==> config.mk <==
export PLATFORM = sky130hd
export DESIGN_NAME = blpw_backlight
export DESIGN_NICKNAME = d
export VERILOG_FILES = /design/src/logic/blpw_pkg.sv /design/src/logic/blpw_backlight.sv /design/src/logic/blpw_prescale.sv /design/src/logic/blpw_pwm_core.sv
export SDC_FILE = /design/constraint.sdc
export NUM_CORES = 1
export LEC_CHECK = 0
export BUFFER_PORTS_ARGS = -buffer_cell sky130_fd_sc_hd__buf_2
export CORE_MARGIN = 2
export CORE_UTILIZATION = 23
export CTS_CLUSTER_SIZE = 8
export DETAILED_ROUTE_END_ITERATION = 12
export PLACE_DENSITY_LB_ADDON = 0.12
export SLEW_MARGIN = 25
export SYNTH_ARGS = -nofsm -noshare
export SYNTH_HDL_FRONTEND = slang
export SYNTH_HIERARCHICAL = 1
export SYNTH_SLANG_ARGS = --single-unit
export TNS_END_PERCENT = 50
==> constraint.sdc <==
create_clock -name i_mclk -period 26.1 [get_ports i_mclk]
set_input_delay 1.305 -clock i_mclk [delete_from_list [all_inputs] [get_ports i_mclk]]
set_output_delay 1.305 -clock i_mclk [all_outputs]
set_load 0.01 [all_outputs]
==> src/logic/blpw_pkg.sv <==
//------------------------------------------------------------------------------
// Purpose: shared constants and types of the backlight pwm dimming block
// Assumes: master clock of 250 MHz
// Notes:   all widths fixed, nothing here is a process
//------------------------------------------------------------------------------
package blpw_pkg;

  //----------------------------------------------------------------------------
  // clock and pwm timing
  //----------------------------------------------------------------------------
  localparam int unsigned MCLK_PERIOD_PS  = 4000;
  localparam int unsigned MCLK_HZ         = 1_000_000_000 / MCLK_PERIOD_PS * 1000;
  localparam int unsigned PWM_OSC_SLOW_HZ = 5_000_000;
  localparam int unsigned PWM_OSC_FAST_HZ = 10_000_000;
  localparam logic [7:0]  OSC_DIV_SLOW    = 8'(MCLK_HZ / PWM_OSC_SLOW_HZ);
  localparam logic [7:0]  OSC_DIV_FAST    = 8'(MCLK_HZ / PWM_OSC_FAST_HZ);
  localparam logic [8:0]  PWM_PERIOD_CNT  = 9'h100;

  //----------------------------------------------------------------------------
  // command addresses, long and serial-link forms
  //----------------------------------------------------------------------------
  localparam logic [15:0] ADDR_MANUAL_WR     = 16'h5100;
  localparam logic [15:0] ADDR_MANUAL_WR_SL  = 16'h0051;
  localparam logic [15:0] ADDR_APPLIED_RD    = 16'h5200;
  localparam logic [15:0] ADDR_APPLIED_RD_SL = 16'h0052;

  //----------------------------------------------------------------------------
  // duty scale and reset values
  //----------------------------------------------------------------------------
  localparam logic [7:0]  DUTY_FULL     = 8'hff;
  localparam logic [7:0]  DUTY_ZERO     = 8'h00;
  localparam logic [7:0]  MANUAL_RESET  = 8'h00;
  localparam logic [7:0]  STEP_MIN      = 8'h01;
  localparam logic [3:0]  FRAME_CNT_RST = 4'h0;

  //----------------------------------------------------------------------------
  // types
  //----------------------------------------------------------------------------
  typedef enum logic [1:0] {
    ADAPT_OFF,
    ADAPT_UI,
    ADAPT_STILL,
    ADAPT_MOVING
  } blpw_adapt_mode_t;

  typedef enum logic {
    DIM_IDLE,
    DIM_RUN
  } blpw_dim_state_t;

  // fixed-time step-count field to log2 of steps: 1 gives 4 steps
  function automatic logic [3:0] blpw_step_shift(input logic [2:0] field);
    blpw_step_shift = {1'b0, field} + 4'h1;
  endfunction

endpackage

==> src/logic/blpw_backlight.sv <==
//------------------------------------------------------------------------------
// Purpose: backlight brightness combining, dimming and pwm output
// Assumes: command strobes, frame pulse and settings come from i_mclk logic
// Notes:   ambient filtering and adaptive algorithm live outside
//
// What this block does
// - auto without ambient: manual times adaptive
// - auto with ambient: ambient times adaptive
// - manual value written at 5100h or 51h
// - read 5200h or 52h gives applied duty
// - adaptive duty never below minimum limit
// - forced enable replaces adaptive duty
// - sleep-in turns all off, backlight dark
// - one enable bit gates all dimming
// - dim every level change except sleep-in, directions separate
// - type bit: 0 fixed-time, 1 fixed-slope
// - frames per step equals field plus one
// - fixed-time step count from count field
// - fixed-slope moves duty by step size
// - slope steps equal difference over size
// - adaptive slope uses the common fields
// - adaptive fixed-time uses per-mode step count
// - clock select and divider set frequency
// - divider sets frequency, offset compensates duty
// - offset lengthens high time for settling
//------------------------------------------------------------------------------
`timescale 1ns/10ps
module blpw_backlight (
  // clock and reset
  input  wire logic       i_mclk,
  input  wire logic       i_sys_rst,
  // command port
  input  wire logic       i_cmd_wr,
  input  wire logic       i_cmd_rd,
  input  wire logic [15:0] i_cmd_addr,
  input  wire logic [7:0] i_cmd_wdata,
  output logic [7:0]      o_cmd_rdata,
  output logic            o_cmd_rvalid,
  // brightness selection
  input  wire logic       i_sleep_out,
  input  wire logic       i_auto_brightness_select,
  input  wire logic       i_ambient_light_control,
  input  wire logic [7:0] i_ambient_duty,
  // content-adaptive control
  input  wire logic [1:0] i_adaptive_mode,
  input  wire logic [7:0] i_adaptive_duty,
  input  wire logic [7:0] i_minimum_duty_limit,
  input  wire logic       i_forced_adaptive_duty_enable,
  input  wire logic [7:0] i_forced_adaptive_duty_value,
  // dimming settings
  input  wire logic       i_frame_start,
  input  wire logic       i_dimming_enable,
  input  wire logic       i_rising_dim_type,
  input  wire logic       i_falling_dim_type,
  input  wire logic [3:0] i_rising_frames_per_step,
  input  wire logic [3:0] i_falling_frames_per_step,
  input  wire logic [3:0] i_rising_step_size,
  input  wire logic [3:0] i_falling_step_size,
  input  wire logic [2:0] i_fixed_time_step_count,
  input  wire logic [2:0] i_off_mode_step_count,
  input  wire logic [2:0] i_still_ui_mode_step_count,
  input  wire logic [2:0] i_moving_mode_step_count,
  // pwm settings
  input  wire logic       i_pwm_clock_select,
  input  wire logic [7:0] i_pwm_divider,
  input  wire logic [4:0] i_duty_offset,
  // outputs
  output logic [7:0]      o_ambient_duty_readback,
  output logic [7:0]      o_adaptive_duty_readback,
  output logic            o_backlight_pwm_out
);

  //----------------------------------------------------------------------------
  // declarations
  //----------------------------------------------------------------------------
  blpw_pkg::blpw_dim_state_t  state_reg;
  blpw_pkg::blpw_adapt_mode_t adapt_mode;
  logic [7:0]  manual_brightness_reg;
  logic [7:0]  applied_reg;
  logic [7:0]  dim_target_reg;
  logic [7:0]  step_amt_reg;
  logic        dir_up_reg;
  logic [7:0]  base_seen_reg;
  logic [3:0]  frame_cnt_reg;
  logic [7:0]  base_duty;
  logic [7:0]  adapt_raw;
  logic [7:0]  adapt_duty;
  logic [16:0] product;
  logic [7:0]  target_duty;
  logic [7:0]  diff;
  logic        rising;
  logic        slope_type;
  logic [2:0]  count_field;
  logic [3:0]  shift;
  logic [15:0] ceil_sum;
  logic [7:0]  start_amt;
  logic [3:0]  fps;
  logic        step_fire;
  logic [8:0]  step_up;
  logic [8:0]  step_dn;
  logic        wr_manual;
  logic        rd_applied;
  logic        pwm_tick;
  logic        pwm_level;

  //----------------------------------------------------------------------------
  // command decode
  //----------------------------------------------------------------------------
  // both the long and the serial-link address reach the same register
  assign wr_manual  = i_cmd_wr && ((i_cmd_addr == blpw_pkg::ADDR_MANUAL_WR) ||
                      (i_cmd_addr == blpw_pkg::ADDR_MANUAL_WR_SL));
  assign rd_applied = i_cmd_rd && ((i_cmd_addr == blpw_pkg::ADDR_APPLIED_RD) ||
                      (i_cmd_addr == blpw_pkg::ADDR_APPLIED_RD_SL));

  // manual brightness register
  always_ff @(posedge i_mclk or posedge i_sys_rst) begin
    if (i_sys_rst) begin
      manual_brightness_reg <= blpw_pkg::MANUAL_RESET;
    end else if (wr_manual) begin
      manual_brightness_reg <= i_cmd_wdata;
    end
  end

  // read answer one cycle later; unmapped reads return zero
  always_ff @(posedge i_mclk or posedge i_sys_rst) begin
    if (i_sys_rst) begin
      o_cmd_rdata  <= 8'h00;
      o_cmd_rvalid <= 1'b0;
    end else begin
      o_cmd_rvalid <= i_cmd_rd;
      o_cmd_rdata  <= rd_applied ? applied_reg : 8'h00;
    end
  end

  //----------------------------------------------------------------------------
  // brightness combining
  //----------------------------------------------------------------------------
  // ambient result only counts while ambient control is on
  always_comb begin
    base_duty = manual_brightness_reg;
    if (i_auto_brightness_select && i_ambient_light_control) begin
      base_duty = i_ambient_duty;
    end
  end

  // adaptive ratio: full in off mode, forced value wins, floor applied
  assign adapt_mode = blpw_pkg::blpw_adapt_mode_t'(i_adaptive_mode);
  always_comb begin
    adapt_raw = i_adaptive_duty;
    if (i_forced_adaptive_duty_enable) begin
      adapt_raw = i_forced_adaptive_duty_value;
    end else if (adapt_mode == blpw_pkg::ADAPT_OFF) begin
      adapt_raw = blpw_pkg::DUTY_FULL;
    end
    adapt_duty = adapt_raw;
    if (adapt_raw < i_minimum_duty_limit) begin
      adapt_duty = i_minimum_duty_limit;
    end
  end

  // ratio times ratio; the +1 keeps a full ratio exact
  assign product     = base_duty * ({1'b0, adapt_duty} + 9'h001);
  assign target_duty = i_sleep_out ? product[15:8]
                                   : blpw_pkg::DUTY_ZERO;

  //----------------------------------------------------------------------------
  // dimming step planning
  //----------------------------------------------------------------------------
  // a change with the base untouched came from the adaptive side
  always_comb begin
    rising      = (target_duty > applied_reg);
    diff        = rising ? target_duty - applied_reg
                         : applied_reg - target_duty;
    slope_type  = rising ? i_rising_dim_type : i_falling_dim_type;
    count_field = i_fixed_time_step_count;
    if (base_duty == base_seen_reg) begin
      unique case (adapt_mode)
        blpw_pkg::ADAPT_OFF:    count_field = i_off_mode_step_count;
        blpw_pkg::ADAPT_UI,
        blpw_pkg::ADAPT_STILL:  count_field = i_still_ui_mode_step_count;
        blpw_pkg::ADAPT_MOVING: count_field = i_moving_mode_step_count;
      endcase
    end
    shift    = blpw_pkg::blpw_step_shift(count_field);
    ceil_sum = ({8'h00, diff} + (16'h0001 << shift) - 16'h0001) >> shift;
    if (slope_type) begin
      // one size field per direction, shared by all sources
      start_amt = rising ? {4'h0, i_rising_step_size}
                         : {4'h0, i_falling_step_size};
    end else begin
      start_amt = ceil_sum[7:0];
    end
    if (start_amt == 8'h00) begin
      start_amt = blpw_pkg::STEP_MIN;
    end
  end

  //----------------------------------------------------------------------------
  // frame pacing
  //----------------------------------------------------------------------------
  // step length is field plus one frames, per direction
  assign fps       = dir_up_reg ? i_rising_frames_per_step
                                : i_falling_frames_per_step;
  assign step_fire = (state_reg == blpw_pkg::DIM_RUN) && i_frame_start &&
                     (frame_cnt_reg == fps);

  // frame counter restarts with each dimming run
  always_ff @(posedge i_mclk or posedge i_sys_rst) begin
    if (i_sys_rst) begin
      frame_cnt_reg <= blpw_pkg::FRAME_CNT_RST;
    end else if (state_reg != blpw_pkg::DIM_RUN) begin
      frame_cnt_reg <= blpw_pkg::FRAME_CNT_RST;
    end else if (i_frame_start) begin
      frame_cnt_reg <= step_fire ? blpw_pkg::FRAME_CNT_RST
                                 : frame_cnt_reg + 4'h1;
    end
  end

  //----------------------------------------------------------------------------
  // dimming engine
  //----------------------------------------------------------------------------
  assign step_up = {1'b0, applied_reg} + {1'b0, step_amt_reg};
  assign step_dn = {1'b0, applied_reg} - {1'b0, step_amt_reg};

  // a target that moves mid-run restarts the plan from the present duty,
  // so slope steps always count as difference over size
  always_ff @(posedge i_mclk or posedge i_sys_rst) begin
    if (i_sys_rst) begin
      state_reg      <= blpw_pkg::DIM_IDLE;
      applied_reg    <= blpw_pkg::DUTY_ZERO;
      dim_target_reg <= blpw_pkg::DUTY_ZERO;
      step_amt_reg   <= blpw_pkg::STEP_MIN;
      dir_up_reg     <= 1'b0;
      base_seen_reg  <= blpw_pkg::DUTY_ZERO;
    end else if (!i_sleep_out || !i_dimming_enable) begin
      // no dimming at all: sleep goes dark at once
      state_reg      <= blpw_pkg::DIM_IDLE;
      applied_reg    <= target_duty;
      dim_target_reg <= target_duty;
      base_seen_reg  <= base_duty;
    end else begin
      unique case (state_reg)
        blpw_pkg::DIM_IDLE: begin
          if (target_duty != applied_reg) begin
            state_reg      <= blpw_pkg::DIM_RUN;
            dim_target_reg <= target_duty;
            dir_up_reg     <= rising;
            step_amt_reg   <= start_amt;
            base_seen_reg  <= base_duty;
          end
        end
        blpw_pkg::DIM_RUN: begin
          if (target_duty != dim_target_reg) begin
            state_reg <= blpw_pkg::DIM_IDLE;
          end else if (step_fire && dir_up_reg) begin
            if (step_up >= {1'b0, dim_target_reg}) begin
              applied_reg <= dim_target_reg;
              state_reg   <= blpw_pkg::DIM_IDLE;
            end else begin
              applied_reg <= step_up[7:0];
            end
          end else if (step_fire) begin
            if (step_dn[8] || (step_dn[7:0] <= dim_target_reg)) begin
              applied_reg <= dim_target_reg;
              state_reg   <= blpw_pkg::DIM_IDLE;
            end else begin
              applied_reg <= step_dn[7:0];
            end
          end
        end
      endcase
    end
  end

  // readbacks of the two ratios
  always_ff @(posedge i_mclk or posedge i_sys_rst) begin
    if (i_sys_rst) begin
      o_ambient_duty_readback  <= blpw_pkg::DUTY_ZERO;
      o_adaptive_duty_readback <= blpw_pkg::DUTY_FULL;
    end else begin
      o_ambient_duty_readback  <= base_duty;
      o_adaptive_duty_readback <= adapt_duty;
    end
  end

  //----------------------------------------------------------------------------
  // pwm generation
  //----------------------------------------------------------------------------
  blpw_prescale u_prescale (
    .i_mclk             (i_mclk),
    .i_sys_rst          (i_sys_rst),
    .i_pwm_clock_select (i_pwm_clock_select),
    .i_pwm_divider      (i_pwm_divider),
    .o_tick             (pwm_tick)
  );

  blpw_pwm_core u_pwm_core (
    .i_mclk        (i_mclk),
    .i_sys_rst     (i_sys_rst),
    .i_tick        (pwm_tick),
    .i_duty        (applied_reg),
    .i_duty_offset (i_duty_offset),
    .o_pwm         (pwm_level)
  );

  // extra flop keeps the pin a direct register output
  always_ff @(posedge i_mclk or posedge i_sys_rst) begin
    if (i_sys_rst) begin
      o_backlight_pwm_out <= 1'b0;
    end else begin
      o_backlight_pwm_out <= pwm_level;
    end
  end
endmodule // blpw_backlight

==> src/logic/blpw_prescale.sv <==
//------------------------------------------------------------------------------
// Purpose: makes the pwm operating clock tick and divides it by the divider
// Assumes: select and divider are quasi-static settings on i_mclk
// Notes:   divider value 0 is treated as 1
//------------------------------------------------------------------------------
`timescale 1ns/10ps
module blpw_prescale (
  // clock and reset
  input  wire logic       i_mclk,
  input  wire logic       i_sys_rst,
  // settings
  input  wire logic       i_pwm_clock_select,
  input  wire logic [7:0] i_pwm_divider,
  // one-cycle tick per pwm count
  output logic            o_tick
);

  logic [7:0] osc_cnt_reg;
  logic [7:0] div_cnt_reg;
  logic [7:0] osc_lim;
  logic [7:0] div_lim;
  logic       osc_tick;

  // terminal counts of both stages
  assign osc_lim  = i_pwm_clock_select ? blpw_pkg::OSC_DIV_FAST - 8'h01
                                       : blpw_pkg::OSC_DIV_SLOW - 8'h01;
  assign div_lim  = (i_pwm_divider == 8'h00) ? 8'h00 : i_pwm_divider - 8'h01;
  assign osc_tick = (osc_cnt_reg >= osc_lim);

  // operating clock stage, 5 or 10 MHz equivalent
  always_ff @(posedge i_mclk or posedge i_sys_rst) begin
    if (i_sys_rst) begin
      osc_cnt_reg <= 8'h00;
    end else if (osc_tick) begin
      osc_cnt_reg <= 8'h00;
    end else begin
      osc_cnt_reg <= osc_cnt_reg + 8'h01;
    end
  end

  // divider stage, tick registered so the output is a flop
  always_ff @(posedge i_mclk or posedge i_sys_rst) begin
    if (i_sys_rst) begin
      div_cnt_reg <= 8'h00;
      o_tick      <= 1'b0;
    end else begin
      o_tick <= 1'b0;
      if (osc_tick) begin
        if (div_cnt_reg >= div_lim) begin
          div_cnt_reg <= 8'h00;
          o_tick      <= 1'b1;
        end else begin
          div_cnt_reg <= div_cnt_reg + 8'h01;
        end
      end
    end
  end

endmodule // blpw_prescale

==> src/logic/blpw_pwm_core.sv <==
//------------------------------------------------------------------------------
// Purpose: 256-count pwm period with duty and settling offset
// Assumes: one tick per count from the prescaler
// Notes:   duty is latched at period start so no runt pulses appear
//------------------------------------------------------------------------------
`timescale 1ns/10ps
module blpw_pwm_core (
  // clock and reset
  input  wire logic       i_mclk,
  input  wire logic       i_sys_rst,
  // count tick and duty
  input  wire logic       i_tick,
  input  wire logic [7:0] i_duty,
  input  wire logic [4:0] i_duty_offset,
  // pin
  output logic            o_pwm
);

  logic [7:0] cnt_reg;
  logic [8:0] high_reg;
  logic [9:0] high_next;

  // duty n means n+1 high counts; zero stays dark, offset adds settling time
  always_comb begin
    high_next = {2'b00, i_duty} + 10'h001 + {5'h00, i_duty_offset};
    if (i_duty == blpw_pkg::DUTY_ZERO) begin
      high_next = 10'h000;
    end else if (high_next > {1'b0, blpw_pkg::PWM_PERIOD_CNT}) begin
      high_next = {1'b0, blpw_pkg::PWM_PERIOD_CNT};
    end
  end

  // period counter and latched high length
  always_ff @(posedge i_mclk or posedge i_sys_rst) begin
    if (i_sys_rst) begin
      cnt_reg  <= 8'h00;
      high_reg <= 9'h000;
    end else if (i_tick) begin
      cnt_reg <= cnt_reg + 8'h01;
      if (cnt_reg == blpw_pkg::DUTY_FULL) begin
        high_reg <= high_next[8:0];
      end
    end
  end

  // output flop
  always_ff @(posedge i_mclk or posedge i_sys_rst) begin
    if (i_sys_rst) begin
      o_pwm <= 1'b0;
    end else begin
      o_pwm <= ({1'b0, cnt_reg} < high_reg);
    end
  end

endmodule // blpw_pwm_core
==> results of run 1 <==
## placed cells by master, fill, tap and decap left out, drive strengths merged, types with 8 or more instances in the layout
cell type	instances
a211oi	12
a21o	26
a21oi	78
a22oi	8
and2	17
and3	10
buf	149
clkbuf	9
conb	12
dfrtp	98
dfstp	9
fa	46
ha	139
inv	160
mux2	26
mux2i	45
nand2	130
nand2b	22
nand3	39
nand4	15
nor2	128
nor2b	18
nor3	27
o211ai	12
o21a	22
o21ai	75
o21bai	9
o31ai	11
or3	15
xnor2	46
xor2	28
## per-layer routing
metal | GRT usage, % | up-vias
met3 | 1.61 | 20
met5 | 0 | -
li1 | - | 5107
met1 | 19.5 | 4981
met2 | 23.1 | 227
met4 | 3.23 | 4
## worst reg2reg max path: cells and delay by family, from the launching register on
kind                       cells  cell delay (ns)
AOI/OAI and AO/OA             13             3.66
adders and majority gates      8             3.43
and+or+nand+nor                7             1.26
buffers and inverters          6             0.75
muxes                          2             0.65
xor gates and xnor gates       3             0.51
DFF                            1             0.42
## cells in the mapped netlist (4+ instances only)
cell / n / area, sq um
and3_1: 10 / 62.6
dfrtp_1: 98 / 2450
o21ai_0: 67 / 335
a211oi_1: 11 / 82.6
o21bai_1: 9 / 67.6
a21o_1: 26 / 195
nand2_1: 129 / 484
o211ai_1: 12 / 90.1
xor2_1: 28 / 245
o21a_1: 21 / 158
nand4_1: 14 / 87.6
a21boi_0: 6 / 45.0
fa_1: 46 / 921
mux2_2: 24 / 270
and2_1: 17 / 106
mux2i_1: 45 / 450
o22ai_1: 6 / 37.5
a22o_1: 4 / 35.0
clkbuf_1: 25 / 93.8
o21ai_1: 7 / 35.0
nor2b_1: 18 / 113
nand3_1: 39 / 195
a31oi_1: 5 / 31.3
xnor2_1: 46 / 403
dfstp_2: 9 / 236
o31ai_1: 10 / 75.1
ha_1: 139 / 1740
or3_1: 15 / 93.8
nor4_1: 5 / 31.3
a21oi_1: 76 / 380
a22oi_1: 8 / 60.1
nor3_1: 24 / 120
a2111oi_0: 4 / 35.0
o311ai_0: 5 / 43.8
nand2b_1: 21 / 131
a221oi_1: 4 / 35.0
nor2_1: 126 / 473
inv_1: 154 / 578
o2111ai_1: 4 / 35.0
## stage by stage
stage	hold WS, ns	cells	setup WS (ns)	instance area (sq um)
floorplan	0.331	1404	12.81	11800
global placement	0.337	2200	10.93	13300
detailed placement	0.340	2200	10.68	13300
CTS	0.360	2216	11.03	13600
global route	0.373	2216	9.69	13600
finish	0.355	2216	11.03	13600
## worst paths after layout
kind                                                        end  slack, ns  cells after the start
min in group asynchronous         o_backlight_pwm_out$_DFF_PP0_       0.82                      2
setup reg to reg                    step_amt_reg[0]$_DFFE_PP1P_      15.35                     39
setup / recovery                    step_amt_reg[0]$_DFFE_PP1P_      11.03                     55
hold reg to reg                   o_backlight_pwm_out$_DFF_PP0_       0.35                      0
max in group asynchronous  o_ambient_duty_readback[6]$_DFF_PP0_      24.35                      3
hold / removal                    o_backlight_pwm_out$_DFF_PP0_       0.35                      0
## power by group
part	internal, mW	switching, mW
Combinational	0.348	0.499
Sequential	0.190	0.0331
Clock	0.0697	0.0820
Total	0.608	0.614
## cell families (layout without fill, tap and decap cells)
logic type	Yosys count	in the layout	synth area share (%)
AO/OA/AOI/OAI	317	317	17.8
XOR/XNOR	74	74	5.49
adder cells (fa/ha/maj)	185	185	22.5
buffers and inverters	190	322	6.43
flip-flops	107	107	22.8
multiplexers	71	71	6.36
other	3	12	0.0954
AND/OR/NAND/NOR	448	448	18.5
## layout make-up
cell class                 count  share of cell area (%)
sequential                   107                    19.7
timing repair buffer         149                    5.72
inverter                     157                    4.37
multi-input combinational   1107                    61.6
tap                          680                    6.24
clock buffer                   9                    1.65
clock inverter                 7                   0.634
==> results.yml, run 1 <==
status:
  status: "finished clean"
min_path:
  min_from: "u_pwm_core/o_pwm$_DFF_PP0_"
  hp-class: "reg -> reg"
placement:
  io_buffer_count: 137
  gp_congestion: 0.818
  dp.final_hpwl_microns: 29600
finish:
  nFillCells: 5540
  fin_util_pct: 26.7
  largest_reg_flops: 9
  n_antenna_cell: 0
  area_growth_pct: 15.4
  seqCellArea_sq_um: 2690
  layout-drive-gt1-share_pct: 15.0
  layout.nets: 1828
  multiInputGateArea_sq_um: 8400
detailed_routing:
  met2_length_microns: 16900
  dr_wl_met3_microns: 1300
  drtIter0Drc: 594
  drt-pass1-iter-count: 7
  top_layer: "met5"
  drt-total-wl_microns: 36600
  drt-vias-per-instance: 4.67
  wl_per_cell_microns: 16.5
  vias: 10300
  wl_met1_microns: 18000
  antenna_left: 0
  drc: 0
global_route:
  grt_max_degree: 68
  grt_pass1_wl_microns: 58900
  grt_overflow: 0
  grt_pass1_vias: 10500
  antenna_found_initial: 2
  grtUsageTotal_pct: 14.0
setup_path:
  r2r-start: "manual_brightness_reg[7]$_DFFE_PP0P_"
  slowest_delay_ns: 0.66
  crit_family: "compound AO/OA/AOI/OAI gates"
  critical_path.startpoint: "i_adaptive_mode[0]"
  crit_path_start_kind: "primary input"
  cp.required_ns: 26.42
  cpMostUsedCell: "ha_1"
  slowest_stage: "xor2_1"
  critPathArrivalTime_ns: 15.39
  cp_max_fo: 18
  crit_type: "in -> reg"
  setup.worst_path.end_class: "flip-flop"
  worst-path-buf-inv: 7
floorplanning:
  dieWidth_microns: 231
  initial_utilization_pct: 23.2
  placement_rows: 83
  io_pins: 138
  die_h_microns: 231
  die_area_sq_um: 53200
  coreArea_sq_um: 51000
run:
  cap_violations: 0
sta:
  skew_ns: 0.0160
  post-route-min-period_ns: 15.07
  max_freq_mhz: 66.4
  timing.final.crit_share_pct: 57.7
  relSlewSlack_pct: 34.1
  finalHoldViolations: 0
  fin_tns_setup_ns: 0
  setup_viol: 0
  worst_slew_pin_slew_ns: 0.982
  rsz0062_at_grt: "no"
  slew_violations: 0
clock_tree:
  ctsHoldBuffers: 0
  cts_resized: 0
  clkTransAtPathRegs_ns: 0.08
  cts_buffers: 9
  post-cts-setup-buffers: 0
  cts_max_level: 3
  clock_latency_ns: 0.39
  cts.path.max_buffers: 2
  cts-root-buf: "clkbuf_16"
  cts_tree: "built"
  clock-sinks: 107
logic_synthesis:
  postSynthCellCount: 1395
  ys_ff_latch: 107
  synth-async-reset-ratio_pct: 100
  netlist_area_sq_um: 11800
  synth_ff_type: "dfrtp_1"
  yosysWarnings: 6
  netlist-cell-type-count: 91
  synth_edf_count: 0
  syn_area_per_cell_sq_um: 8.46
  yosysSeqAreaShare_pct: 22.8
power_and_ir_drop:
  p_leak_nw: 6.74
  p_per_area_nw_per_um2: 89.7
  p_total_mw: 1.22
  peakVddDrop_mv: 0.0621
No activity file was read; power rests on OpenSTA's default activity.
==> inputs of run 2 (changes only) <==
- clock period: 26.1 -> 12.5 ns (I/O delays scaled with it)
==> run 2 against run 1 <==
Sequential share of layout area down 0.76 points. Total power up 120%. Worst hold slack worse by 0.018 ns. Count of clock-buffer cells in the layout unchanged. Final cell count up 2.6%. Utilization up 1.1 points. First-iteration DRC count up 0.17%. Critical endpoint unchanged. Largest power group unchanged. Highest routed layer is now met4.
==> results.yml, run 2 (same netlist as run 1, synthesis figures left out) <==
sta:
  skew_ns: 0.00825
  worst_slew_pin_slew_ns: 0.889
  setup_viol: 0
  slew_violations: 0
  max_freq_mhz: 85.8
  finalHoldViolations: 0
  post-route-min-period_ns: 11.65
  rsz0062_at_grt: "no"
  setup_ws_ns: 0.848
  relSlewSlack_pct: 39.9
  timing.final.crit_share_pct: 93.2
global_route:
  met2_usage_pct: 23.3
  busiest_layer: "met2"
  grt_max_degree: 42
  grt_overflow: 0
  gr-usage-met1_pct: 19.7
  grt_util_met3_pct: 1.61
  grtUsageTotal_pct: 14.1
  antenna_found_initial: 1
  grt_pass1_wl_microns: 59300
  grt_pass1_vias: 10800
power_and_ir_drop:
  pwr-share-comb_pct: 71.0
  peakVddDrop_mv: 0.137
  clockPowerShare_pct: 12.0
  p_int_mw: 1.41
  p_leak_nw: 7.04
  p_per_area_nw_per_um2: 193
  power_frac_seq_pct: 17.0
  p_sw_mw: 1.33
  switching_share_pct: 48.6
setup_path:
  critPathArrivalTime_ns: 11.97
  cp.required_ns: 12.82
  r2r-start: "manual_brightness_reg[7]$_DFFE_PP0P_"
  rr_worst_depth: 42
  crit_path_start_kind: "primary input"
  slowest_delay_ns: 0.55
  crit_type: "in -> reg"
  setup.worst_path.end_class: "flip-flop"
  cp_max_fo: 16
  slowest_stage: "fa_1"
  r2r_slack_ns: 2.46
  r2r-end: "step_amt_reg[0]$_DFFE_PP1P_"
detailed_routing:
  antenna_left: 0
  wl_per_cell_microns: 16.1
  drtIter0Drc: 595
  drt-pass1-iter-count: 5
  drt-vias-per-instance: 4.57
  vias: 10400
  drc: 0
  drt-total-wl_microns: 36600
clock_tree:
  cts-root-buf: "clkbuf_16"
  cts_max_level: 3
  cts_resized: 0
  clock-sinks: 107
  ctsHoldBuffers: 0
  clkTransAtPathRegs_ns: 0.09
  cts_tree: "built"
  post-cts-setup-buffers: 0
  cts.path.max_buffers: 2
  cts_buffers: 9
  clock_latency_ns: 0.38
finish:
  nFillCells: 5550
  final_cell_mix: "inv_1, ha_1, buf_2"
  fin_area_sq_um: 14200
  largest_reg_flops: 9
  final_common_cell: "inv_1"
  layout-drive-gt1-share_pct: 19.0
  area_growth_pct: 20.0
  layout.nets: 1885
  fin_util_pct: 27.8
placement:
  gp_congestion: 0.811
  placed_cell_area_sq_um: 13700
  dp_slack_ns: -0.180
  dp.final_hpwl_microns: 29800
  io_buffer_count: 137
floorplanning:
  io_pins: 138
  die_h_microns: 231
  initial_utilization_pct: 23.2
  placement_rows: 83
  die_area_sq_um: 53200
  dieWidth_microns: 231
  coreArea_sq_um: 51000
status:
  status: "finished clean"
min_path:
  hp-class: "in -> async"
run:
  cap_violations: 0
-- run 2: cell count changes in the layout (fill, tap and decap cells not counted), moves of 3 or more --
cell,delta
o311ai_1,+3
o21ai_1,+7
o311ai_0,-3
o21ai_0,-9
buf_4,+58
-- run 2: worst max-delay path by stage --
| stage | startpoint | to | slack, ns | cells past startpoint |
|---|---|---|---|---|
| 4_1_cts | i_adaptive_mode[0] | step_amt_reg[0]$_DFFE_PP1P_ | 0.19 | 52 |
| 5_1_grt | i_adaptive_mode[0] | step_amt_reg[0]$_DFFE_PP1P_ | 0.002 | 59 |
| 2_1_floorplan | i_adaptive_mode[0] | step_amt_reg[0]$_DFFE_PP1P_ | 0.03 | 55 |
| 3_5_place_dp | i_adaptive_mode[0] | step_amt_reg[6]$_DFFE_PP0P_ | -0.18 | 53 |
| 3_3_place_gp | i_adaptive_mode[0] | step_amt_reg[6]$_DFFE_PP0P_ | -0.14 | 55 |
| 6_report | i_adaptive_mode[0] | step_amt_reg[0]$_DFFE_PP1P_ | 0.85 | 56 |
-- run 2: metrics by stage --
| stage | TNS, ns | hold slack, ns | power [mW] | instances |
|---|---|---|---|---|
| after global placement | -0.393 | 0.340 | 2.39 | 2257 |
| after detailed placement | -0.419 | 0.342 | 2.38 | 2257 |
| after global routing | 0 | 0.350 | 3.03 | 2273 |
| after CTS | 0 | 0.345 | 2.73 | 2273 |
| after floorplan | 0 | 0.331 | 1.78 | 1404 |
| final | 0 | 0.336 | 2.74 | 2274 |
-- run 2: area by class of cell --
| cell class | instances | area (sq um) | share of cell area (%) |
|---|---|---|---|
| sequential | 107 | 2690 | 19.0 |
| tap | 680 | 851 | 6.00 |
| timing repair buffer | 206 | 1200 | 8.49 |
| inverter | 157 | 596 | 4.20 |
| antenna | 1 | 2.50 | 0.0177 |
| clock inverter | 7 | 103 | 0.724 |
| clock buffer | 9 | 225 | 1.59 |
| multi-input combinational | 1107 | 8500 | 60.0 |
-- run 2: critical path, delay by kind of cell --
family,cells,cell delay [ns]
buffers and inverters,10,1.10
AO/OA/AOI/OAI,14,2.63
adder cells (fa/ha/maj),10,3.57
XOR/XNOR,4,0.60
multiplexers,2,0.50
AND/OR/NAND/NOR,16,2.94
-- run 2: power groups by stage --
stage          Sequential [mW]  Combinational (mW)  Clock (mW)
2_1_floorplan            0.445                1.34           0
3_3_place_gp             0.475                1.91           0
3_5_place_dp             0.475                1.90           0
4_1_cts                  0.469                1.92       0.343
5_1_grt                  0.476                2.20       0.354
6_report                 0.466                1.95       0.329
-- run 2: routing by layer --
layer	share of wire [%]	up-vias
li1	-	5241
met1	50	4919
met2	46	204
met3	3.4	24
met4	1.1	0
met5	0	-
